## config.mk

```make
export PLATFORM = sky130hd
export DESIGN_NAME = vic_top
export DESIGN_NICKNAME = d
export VERILOG_FILES = /design/src/vic_sync.v /design/src/vic_top.v
export VERILOG_INCLUDE_DIRS = /design/src
export SDC_FILE = /design/constraint.sdc
export NUM_CORES = 1
export LEC_CHECK = 0
export BUFFER_PORTS_ARGS = -buffer_cell sky130_fd_sc_hd__buf_2
export CAP_MARGIN = 40
export CORE_MARGIN = 2
export CORE_UTILIZATION = 44
export CTS_CLUSTER_DIAMETER = 120
export CTS_CLUSTER_SIZE = 30
export DETAILED_ROUTE_END_ITERATION = 7
export GPL_TIMING_DRIVEN = 0
export MAX_ROUTING_LAYER = met4
export PLACE_DENSITY = 0.68
export SYNTH_ARGS = -nofsm -noshare
export SYNTH_HDL_FRONTEND = slang
export SYNTH_SLANG_ARGS = --single-unit
```

## constraint.sdc

```tcl
create_clock -name CORE_CLK_I -period 2.2 [get_ports CORE_CLK_I]
set_input_delay 0.44 -clock CORE_CLK_I [delete_from_list [all_inputs] [get_ports CORE_CLK_I]]
set_output_delay 0.44 -clock CORE_CLK_I [all_outputs]
set_load 0.005 [all_outputs]
```

## src/vic_defs.vh

```
// Purpose: constants for the vectored interrupt controller
// Assumes: 8-bit register port, registers at the offsets below
// Notes: vector addresses are 16-bit code addresses
`ifndef VIC_DEFS_VH
`define VIC_DEFS_VH
// ----------------------------------------------------------------
// register offsets
// ----------------------------------------------------------------
`define VIC_ADDR_W 8
`define VIC_OFS_ENABLE_MASK 8'hA8
`define VIC_OFS_LEVEL_SEL 8'hB8
`define VIC_OFS_TIMER_CTRL 8'h88
`define VIC_OFS_POWER_CTRL 8'h87
`define VIC_OFS_EXTRA_EN 8'h8F
// ----------------------------------------------------------------
// field positions
// ----------------------------------------------------------------
`define VIC_EN_GATE 7
`define VIC_EN_LOWSUP 6
`define VIC_EN_TB 3
`define VIC_EN_PB 2
`define VIC_EN_TA 1
`define VIC_EN_PA 0
`define VIC_LV_LOWSUP 6
`define VIC_LV_TB 3
`define VIC_LV_PB 2
`define VIC_LV_TA 1
`define VIC_LV_PA 0
`define VIC_TC_TB_FLAG 7
`define VIC_TC_TA_FLAG 5
`define VIC_TC_PB_FLAG 3
`define VIC_TC_PB_TRIG 2
`define VIC_TC_PA_FLAG 1
`define VIC_TC_PA_TRIG 0
`define VIC_PC_LOWSUP_FLAG 5
`define VIC_XE_PE 6
`define VIC_XE_PD 5
`define VIC_XE_PC 4
// ----------------------------------------------------------------
// reset values and masks
// ----------------------------------------------------------------
`define VIC_RST_BYTE 8'h00
`define VIC_MASK_ENABLE 8'hCF
`define VIC_MASK_LEVEL 8'h4F
`define VIC_MASK_POWER 8'h20
`define VIC_MASK_EXTRA 8'h70
// ----------------------------------------------------------------
// sources in polling order, rank and vector
// ----------------------------------------------------------------
`define VIC_NSRC 8
`define VIC_SRC_W 3
`define VIC_RANK_W 5
`define VIC_VEC_W 16
`define VIC_VEC_PA 16'h0003
`define VIC_VEC_TA 16'h000B
`define VIC_VEC_PB 16'h0013
`define VIC_VEC_TB 16'h001B
`define VIC_VEC_LS 16'h0033
`define VIC_VEC_PC 16'h0053
`define VIC_VEC_PD 16'h005B
`define VIC_VEC_PE 16'h0083
`define VIC_RANK_PA 5'h00
`define VIC_RANK_TA 5'h01
`define VIC_RANK_PB 5'h02
`define VIC_RANK_TB 5'h03
`define VIC_RANK_LS 5'h06
`define VIC_RANK_PC 5'h0A
`define VIC_RANK_PD 5'h0B
`define VIC_RANK_PE 5'h10
`endif

```

## src/vic_sync.v

```verilog
// Purpose: two-flop synchroniser for the external request pins
// Assumes: pins are asynchronous to the core clock
// Notes: first stage feeds only the second stage
module vic_sync #(
  parameter W = 5
) (
  input wire CORE_CLK_I,
  input wire RST_B_I,
  input wire CE_I,
  input wire [W-1:0] PIN_I,
  output reg [W-1:0] SYNC_O
);
  reg [W-1:0] meta_reg;

  always @(posedge CORE_CLK_I) begin
    if (!RST_B_I) begin
      meta_reg <= {W{1'b1}};
      SYNC_O <= {W{1'b1}};
    end else if (CE_I) begin
      meta_reg <= PIN_I;
      SYNC_O <= meta_reg;
    end
  end
endmodule // vic_sync

```

## src/vic_top.v

```verilog
// Purpose: vectored interrupt controller of a small 8-bit core
// Assumes: core gives fetch and return strobes, one-cycle acknowledge
// Notes: timer and supply detector live outside; only their events enter
//
// Operation
// - pin a: vector 0003, rank 0
// - timer a 000B, pin b 0013, timer b 001B
// - low supply 0033; pins c,d 0053, 005B
// - pin e: vector 0083, rank 16, lowest
// - per-source enable and global gate block requests
// - level bit for five sources, pins c-e low
// - low level never preempts high-level handler
// - higher level wins among simultaneous requests
// - same level: smallest polling rank wins
// - pins a,b: falling edge or both edges
// - pin a/b flag cleared on acknowledge
// - any pin request raises interrupt and wakes core
// - timer flag set on rollover, cleared on vector
// - low supply flag is bit 5, software clears
// - detector input sets low supply flag
// - pins c-e: falling edge only
// - hidden pins c-e flag, cleared by ack/disable
// - software set/clear equals hardware set/clear
// - sample at fetch, evaluate at next fetch
// - return releases current level's in-service state
// - after return, one instruction before next vector
`include "vic_defs.vh"
module vic_top (
  input wire CORE_CLK_I,
  input wire RST_B_I,
  input wire CE_I,
  input wire [`VIC_ADDR_W-1:0] REG_ADDR_I,
  input wire [7:0] REG_WDATA_I,
  input wire REG_WR_I,
  input wire REG_RD_I,
  output reg [7:0] REG_RDATA_O,
  input wire [4:0] IRQ_PIN_I,
  input wire TIMER_A_ROLL_I,
  input wire TIMER_B_ROLL_I,
  input wire LOW_SUPPLY_DET_I,
  input wire FETCH_I,
  input wire RETURN_I,
  input wire ACK_I,
  output wire IRQ_REQ_O,
  output reg [`VIC_VEC_W-1:0] IRQ_VEC_O,
  output reg WAKE_O
);
  // ----------------------------------------------------------------
  // pin synchronisers
  // ----------------------------------------------------------------
  wire [4:0] pin_sync;
  reg [4:0] pin_prev_reg;

  // pins idle high and reset to high, so no false fall follows reset
  vic_sync #(.W(5)) u_sync (
    .CORE_CLK_I(CORE_CLK_I),
    .RST_B_I(RST_B_I),
    .CE_I(CE_I),
    .PIN_I(IRQ_PIN_I),
    .SYNC_O(pin_sync)
  );

  wire [4:0] fall = pin_prev_reg & ~pin_sync;
  wire [4:0] rise = ~pin_prev_reg & pin_sync;

  // ----------------------------------------------------------------
  // register state
  // ----------------------------------------------------------------
  reg [7:0] enable_mask_reg;
  reg [7:0] level_select_reg;
  reg pin_a_trigger_select_reg;
  reg pin_b_trigger_select_reg;
  reg [7:0] extra_enable_reg;
  reg pin_a_flag_reg;
  reg pin_b_flag_reg;
  reg timer_a_overflow_flag_reg;
  reg timer_b_overflow_flag_reg;
  reg low_supply_flag_reg;
  wire [2:0] hidden_flag;

  // a write beside a read is dropped; a sound master never issues both
  wire wr_en = CE_I & REG_WR_I & ~REG_RD_I;
  wire wr_enable = wr_en & (REG_ADDR_I == `VIC_OFS_ENABLE_MASK);
  wire wr_level = wr_en & (REG_ADDR_I == `VIC_OFS_LEVEL_SEL);
  wire wr_timer = wr_en & (REG_ADDR_I == `VIC_OFS_TIMER_CTRL);
  wire wr_power = wr_en & (REG_ADDR_I == `VIC_OFS_POWER_CTRL);
  wire wr_extra = wr_en & (REG_ADDR_I == `VIC_OFS_EXTRA_EN);

  wire global_irq_gate = enable_mask_reg[`VIC_EN_GATE];
  wire pin_irq_c_enable = extra_enable_reg[`VIC_XE_PC];
  wire pin_irq_d_enable = extra_enable_reg[`VIC_XE_PD];
  wire pin_irq_e_enable = extra_enable_reg[`VIC_XE_PE];

  // ----------------------------------------------------------------
  // source vectors in polling order: pa, ta, pb, tb, ls, pc, pd, pe
  // ----------------------------------------------------------------
  wire [`VIC_NSRC-1:0] src_flag = {hidden_flag, low_supply_flag_reg,
    timer_b_overflow_flag_reg, pin_b_flag_reg, timer_a_overflow_flag_reg,
    pin_a_flag_reg};
  wire [`VIC_NSRC-1:0] src_en = {pin_irq_e_enable, pin_irq_d_enable,
    pin_irq_c_enable, enable_mask_reg[`VIC_EN_LOWSUP],
    enable_mask_reg[`VIC_EN_TB], enable_mask_reg[`VIC_EN_PB],
    enable_mask_reg[`VIC_EN_TA], enable_mask_reg[`VIC_EN_PA]};
  wire [`VIC_NSRC-1:0] src_high = {3'b000,
    level_select_reg[`VIC_LV_LOWSUP], level_select_reg[`VIC_LV_TB],
    level_select_reg[`VIC_LV_PB], level_select_reg[`VIC_LV_TA],
    level_select_reg[`VIC_LV_PA]};

  // index to vector; index order already follows rank order
  // vectors are fixed by the source slot; software cannot move them
  function [`VIC_VEC_W-1:0] vec_of;
    input [`VIC_SRC_W-1:0] idx;
    begin
      case (idx)
        3'h0: vec_of = `VIC_VEC_PA;
        3'h1: vec_of = `VIC_VEC_TA;
        3'h2: vec_of = `VIC_VEC_PB;
        3'h3: vec_of = `VIC_VEC_TB;
        3'h4: vec_of = `VIC_VEC_LS;
        3'h5: vec_of = `VIC_VEC_PC;
        3'h6: vec_of = `VIC_VEC_PD;
        default: vec_of = `VIC_VEC_PE;
      endcase
    end
  endfunction

  // lowest set index, i.e. smallest polling rank
  // the loop runs downwards so the lowest set index is written last
  function [`VIC_SRC_W:0] first_set;
    input [`VIC_NSRC-1:0] v;
    integer k;
    begin
      first_set = {1'b0, {`VIC_SRC_W{1'b0}}};
      for (k = `VIC_NSRC - 1; k >= 0; k = k - 1) begin
        if (v[k]) begin
          first_set = {1'b1, k[`VIC_SRC_W-1:0]};
        end
      end
    end
  endfunction

  // ----------------------------------------------------------------
  // sampling and arbitration
  // ----------------------------------------------------------------
  reg [`VIC_NSRC-1:0] sample_reg;
  // two bits suffice: only a high handler can nest on a low one
  reg [1:0] in_service_reg; // bit1 high level, bit0 low level
  reg hold_reg; // one-instruction hold after a return
  reg req_reg;
  reg [`VIC_SRC_W-1:0] src_reg;

  wire [`VIC_NSRC-1:0] live = sample_reg & src_en & src_flag
    & {`VIC_NSRC{global_irq_gate}};
  wire [`VIC_SRC_W:0] hi_pick = first_set(live & src_high);
  wire [`VIC_SRC_W:0] lo_pick = first_set(live & ~src_high);
  // high level blocked only by a high handler; low by any handler
  wire hi_ok = hi_pick[`VIC_SRC_W] & ~in_service_reg[1];
  wire lo_ok = lo_pick[`VIC_SRC_W] & ~in_service_reg[1]
    & ~in_service_reg[0];
  wire [`VIC_SRC_W-1:0] win = hi_ok ? hi_pick[`VIC_SRC_W-1:0]
    : lo_pick[`VIC_SRC_W-1:0];
  // one request stands at a time; the next waits for the ack
  wire grant = FETCH_I & ~hold_reg & ~req_reg & (hi_ok | lo_ok);

  assign IRQ_REQ_O = req_reg;

  // ack counts only while a request stands; a stray pulse is ignored
  wire ack_take = ACK_I & req_reg;
  wire ack = CE_I & ack_take;
  wire [`VIC_NSRC-1:0] ack_hit = {`VIC_NSRC{ack}} & (8'h01 << src_reg);

  always @(posedge CORE_CLK_I) begin
    if (!RST_B_I) begin
      sample_reg <= 8'h00;
      in_service_reg <= 2'b00;
      hold_reg <= 1'b0;
      req_reg <= 1'b0;
      src_reg <= 3'h0;
      IRQ_VEC_O <= 16'h0000;
    end else if (CE_I) begin
      if (FETCH_I) begin
        sample_reg <= src_flag;
      end
      // the fetch that clears the hold cannot grant, so one instruction runs
      if (RETURN_I) begin
        hold_reg <= 1'b1;
      end else if (FETCH_I) begin
        hold_reg <= 1'b0;
      end
      if (grant) begin
        req_reg <= 1'b1;
        src_reg <= win;
        IRQ_VEC_O <= vec_of(win);
      end else if (ack_take) begin
        req_reg <= 1'b0;
      end
      if (ack_take) begin
        if (src_high[src_reg]) begin
          in_service_reg[1] <= 1'b1;
        end else begin
          in_service_reg[0] <= 1'b1;
        end
      end else if (RETURN_I) begin
        // release the level most recently entered
        if (in_service_reg[1]) begin
          in_service_reg[1] <= 1'b0;
        end else begin
          in_service_reg[0] <= 1'b0;
        end
      end
    end
  end

  // ----------------------------------------------------------------
  // request flags; hardware set wins over any clear
  // ----------------------------------------------------------------
  // trigger select 1 takes falls only; 0 takes both edges
  wire pa_edge = fall[0] | (~pin_a_trigger_select_reg & rise[0]);
  wire pb_edge = fall[1] | (~pin_b_trigger_select_reg & rise[1]);
  wire [2:0] cde_edge = fall[4:2];
  wire [2:0] cde_en = {pin_irq_e_enable, pin_irq_d_enable, pin_irq_c_enable};

  always @(posedge CORE_CLK_I) begin
    if (!RST_B_I) begin
      pin_prev_reg <= 5'h1F;
      enable_mask_reg <= `VIC_RST_BYTE;
      level_select_reg <= `VIC_RST_BYTE;
      extra_enable_reg <= `VIC_RST_BYTE;
      pin_a_trigger_select_reg <= 1'b0;
      pin_b_trigger_select_reg <= 1'b0;
      pin_a_flag_reg <= 1'b0;
      pin_b_flag_reg <= 1'b0;
      timer_a_overflow_flag_reg <= 1'b0;
      timer_b_overflow_flag_reg <= 1'b0;
      low_supply_flag_reg <= 1'b0;
      WAKE_O <= 1'b0;
    end else if (CE_I) begin
      pin_prev_reg <= pin_sync;
      WAKE_O <= pa_edge | pb_edge | (|cde_edge);
      if (wr_enable) begin
        enable_mask_reg <= REG_WDATA_I & `VIC_MASK_ENABLE;
      end
      if (wr_level) begin
        level_select_reg <= REG_WDATA_I & `VIC_MASK_LEVEL;
      end
      if (wr_extra) begin
        extra_enable_reg <= REG_WDATA_I & `VIC_MASK_EXTRA;
      end
      if (wr_timer) begin
        pin_a_trigger_select_reg <= REG_WDATA_I[`VIC_TC_PA_TRIG];
        pin_b_trigger_select_reg <= REG_WDATA_I[`VIC_TC_PB_TRIG];
      end
      // pin a
      if (pa_edge) begin
        pin_a_flag_reg <= 1'b1;
      end else if (wr_timer) begin
        pin_a_flag_reg <= REG_WDATA_I[`VIC_TC_PA_FLAG];
      end else if (ack_hit[0]) begin
        pin_a_flag_reg <= 1'b0;
      end
      // pin b
      if (pb_edge) begin
        pin_b_flag_reg <= 1'b1;
      end else if (wr_timer) begin
        pin_b_flag_reg <= REG_WDATA_I[`VIC_TC_PB_FLAG];
      end else if (ack_hit[2]) begin
        pin_b_flag_reg <= 1'b0;
      end
      // timers
      // a rollover in the ack cycle wins, so no overflow is lost
      if (TIMER_A_ROLL_I) begin
        timer_a_overflow_flag_reg <= 1'b1;
      end else if (wr_timer) begin
        timer_a_overflow_flag_reg <= REG_WDATA_I[`VIC_TC_TA_FLAG];
      end else if (ack_hit[1]) begin
        timer_a_overflow_flag_reg <= 1'b0;
      end
      if (TIMER_B_ROLL_I) begin
        timer_b_overflow_flag_reg <= 1'b1;
      end else if (wr_timer) begin
        timer_b_overflow_flag_reg <= REG_WDATA_I[`VIC_TC_TB_FLAG];
      end else if (ack_hit[3]) begin
        timer_b_overflow_flag_reg <= 1'b0;
      end
      // low supply: no clear on acknowledge
      if (LOW_SUPPLY_DET_I) begin
        low_supply_flag_reg <= 1'b1;
      end else if (wr_power) begin
        low_supply_flag_reg <= REG_WDATA_I[`VIC_PC_LOWSUP_FLAG];
      end
    end
  end

  // ----------------------------------------------------------------
  // hidden pin c-e flags; disable holds them clear
  // ----------------------------------------------------------------
  genvar g;
  generate
    for (g = 0; g < 3; g = g + 1) begin : g_hidden
      reg flag_reg;
      always @(posedge CORE_CLK_I) begin
        if (!RST_B_I) begin
          flag_reg <= 1'b0;
        end else if (CE_I) begin
          if (!cde_en[g]) begin
            flag_reg <= 1'b0;
          end else if (cde_edge[g]) begin
            flag_reg <= 1'b1;
          end else if (ack_hit[5+g]) begin
            flag_reg <= 1'b0;
          end
        end
      end
      assign hidden_flag[g] = flag_reg;
    end
  endgenerate

  // ----------------------------------------------------------------
  // read port; hidden flags are never visible
  // ----------------------------------------------------------------
  always @(posedge CORE_CLK_I) begin
    if (!RST_B_I) begin
      REG_RDATA_O <= 8'h00;
    end else if (CE_I) begin
      // idle data reads zero so a stale byte never looks like a read
      if (!REG_RD_I) begin
        REG_RDATA_O <= 8'h00;
      end else if (REG_ADDR_I == `VIC_OFS_ENABLE_MASK) begin
        REG_RDATA_O <= enable_mask_reg;
      end else if (REG_ADDR_I == `VIC_OFS_LEVEL_SEL) begin
        REG_RDATA_O <= level_select_reg;
      end else if (REG_ADDR_I == `VIC_OFS_TIMER_CTRL) begin
        REG_RDATA_O <= {timer_b_overflow_flag_reg, 1'b0, timer_a_overflow_flag_reg,
          1'b0, pin_b_flag_reg, pin_b_trigger_select_reg, pin_a_flag_reg,
          pin_a_trigger_select_reg};
      end else if (REG_ADDR_I == `VIC_OFS_POWER_CTRL) begin
        REG_RDATA_O <= {2'b00, low_supply_flag_reg, 5'h00};
      end else if (REG_ADDR_I == `VIC_OFS_EXTRA_EN) begin
        REG_RDATA_O <= extra_enable_reg;
      end else begin
        REG_RDATA_O <= 8'h00;
      end
    end
  end
endmodule // vic_top

```

==> flow_summary_export.csv <==
group,metric,value,unit
clock_network,cts_tree,"yes",
worst_setup_path,worstSetupEndpoint,"IRQ_VEC_O[3]",
clock_network,clockBufferDepth,2,
job,maxCapViolations,0,
finish,final_cell_mix,"dfxtp_1 (69), nand2_1 (57), buf_2 (52)",
sta,whs,301,ps
synthesis,yosysSeqAreaShare,41.4,%
global_routing,overflow,0,
clock_network,cts_setup_buffers,0,
worst_setup_path,start_kind,"register",
floorplanning,dieHeight,91.1,um
drt,routedWlPerCell,15.8,um
worst_setup_path,r2r-end,"IRQ_VEC_O[3]",
synthesis,synthCells,398,
sta,period_share,97.1,%
global_routing,grt_use_total,22.5,%
pwr,finalPower,0.00288,W
pwr,powerDensity,717,nW/um2
synthesis,syn_avg_cell_area,8.39,um2
sta,setup_viol,0,
floorplanning,core,7290,um2
finish,area_growth,20.3,%
clock_network,clock-sinks,69,
global_routing,grt_first_pass_wirelength,14.6,mm
min_path,hp-class,"in2reg",
worst_setup_path,required,2490,ps
sta,tightest_slew,659,ps
drt,drtPass1Iterations,5,
synthesis,yosys_warnings,0,
worst_setup_path,arrival,2430,ps
finish,fillCellCount,704,
drt,wl,8.99,mm
sta,finalHoldViolations,0,
clock_network,clk_pin_slew,80,ps
place,port_buffers,47,
sta,period_needed,2140,ps
worst_setup_path,worstReg2RegStart,"enable_mask_reg[7]",
worst_setup_path,critPathKind,"reg2reg",
place,dpl_cell_area,3730,um2
worst_setup_path,worstRegToRegCells,7,
finish,n_antenna_cell,0,
synthesis,ys_types,57,
sta,finalSetupTns,0,ps
pwr,ir_drop,0.401,mV
finish,final_common_cell,"dfxtp_1",
outcome,outcome,"finished, final reports clean",
drt,drtAntennaViolNets,0,
global_routing,grt_pass1_vias,2977,
clock_network,postCtsHoldBufs,0,
sta,relSlewSlack,55.5,%
clock_network,cts-buffers-inserted,9,
finish,final_util,55.1,%
floorplanning,rows,31,
pwr,p_leak,1.61,nW
synthesis,synth_edf_count,0,
worst_setup_path,critPathMaxFanout,10,
finish,design_area,4020,um2
finish,drive_gt1_share,21.7,%
drt,via_count,3125,
worst_setup_path,startpoint,"enable_mask_reg[7]",
synthesis,ys_seq_elements,69,
place,dpl.hpwl,6.43,mm
synthesis,synth_flop_cell,"dfxtp_1",
sta,final_max_slew_viol_count,0,
floorplanning,pin_count,58,
drt,post-route-drc-count,0,
clock_network,cts_root_buf,"clkbuf_8",
floorplanning,die_w,91.1,um
synthesis,synth-async-reset-ratio,0,%
global_routing,grt_max_degree,14,
floorplanning,initial_core_util,45.8,%
worst_setup_path,end_kind,"register",
global_routing,grt_antenna_before_repair,0,
worst_setup_path,r2r_setup_slack,60,ps
sta,fmax,468,MHz
floorplanning,dieArea,8300,um2
sta,fin_worst_skew,11.6,ps
clock_network,cts_htree_levels,3,
drt,drt_iter0_drc,226,
place,globalplace.congestion,0.843,
drt,avgViaCountPerCell,5.50,
finish,final_nets,496,
synthesis,synth_area,3340,um2
clock_network,clock_latency,350,ps
==> synthesized netlist by cell type, types with 4 or more instances <==
cell type	count	area, um2
buf_2	5	25.0
nand4_1	11	68.8
nand2_1	57	214
and2_1	4	25.0
inv_1	13	48.8
o22ai_1	4	25.0
nor2_1	45	169
nand3_1	6	30.0
a21oi_1	36	180
dfxtp_1	69	1380
o21ai_0	13	65.1
a22oi_1	6	45.0
nor3_1	4	20.0
clkbuf_1	15	56.3
and3_1	4	25.0
mux2_2	5	56.3
mux2i_1	29	290
buf_4	11	82.6
o211ai_1	5	37.5
==> how the worst min path moves through the flow <==
stage	start	end	cells after the start
final	IRQ_PIN_I[3]	u_sync.meta_reg[3]	3
after global routing	IRQ_PIN_I[3]	u_sync.meta_reg[3]	3
after CTS	IRQ_PIN_I[2]	u_sync.meta_reg[2]	3
after detailed placement	sample_reg[7]	sample_reg[7]	2
after global placement	sample_reg[7]	sample_reg[7]	2
after floorplan	sample_reg[7]	sample_reg[7]	2
==> final cells by class <==
type | count | area, um2 | share of cell area [%]
multi-input cells | 292 | 1780 | 44.3
flip-flops and latches | 69 | 1380 | 34.4
repair buffers | 47 | 235 | 5.86
plain buffers | 32 | 175 | 4.36
clock inverters | 7 | 146 | 3.65
clock buffers | 9 | 124 | 3.09
well taps | 99 | 124 | 3.09
inverters | 13 | 48.8 | 1.22
==> critical path, cell delays in order (launching register included) <==
cell     delay [ps]
dfxtp_1         330
buf_4           170
nand4_1         250
o22a_1          320
a31oi_4         240
mux2_4          360
mux2_2          290
a21oi_2         120
==> metal layers <==
metal  GRT usage [%]  wire, um  up-vias
met5               -         0        -
met3            3.32       460       20
met2            35.4      4270      108
li1                -         -     1528
met4            10.1       195        0
met1            28.8      4070     1469
==> logic make-up after synthesis <==
group,after synthesis,synth area share [%]
buf+inv,45,6.71
xor+xnor,1,0.262
compound gates,94,18.9
other cells,1,0.112
simple gates,153,21.8
mux,35,10.8
flops,69,41.4
==> report_power, final <==
group | switching (W) | internal [W]
Combinational | 0.000114 | 0.0000733
Clock | 0.000527 | 0.000876
Sequential | 0.0000185 | 0.00127
==> per-stage QoR <==
stage,setup slack (ps),std cells
floorplan,302,406
global placement,-161,552
detailed placement,-208,552
CTS,101,568
global route,-0.781,568
finish,62.8,568
==> what timing repair did <==
action,in CTS,in global routing
endpoints found under the setup margin,0,5
endpoints found under the hold margin,0,0
gates resized for setup,0,3
(Power assumes the default switching activity.)
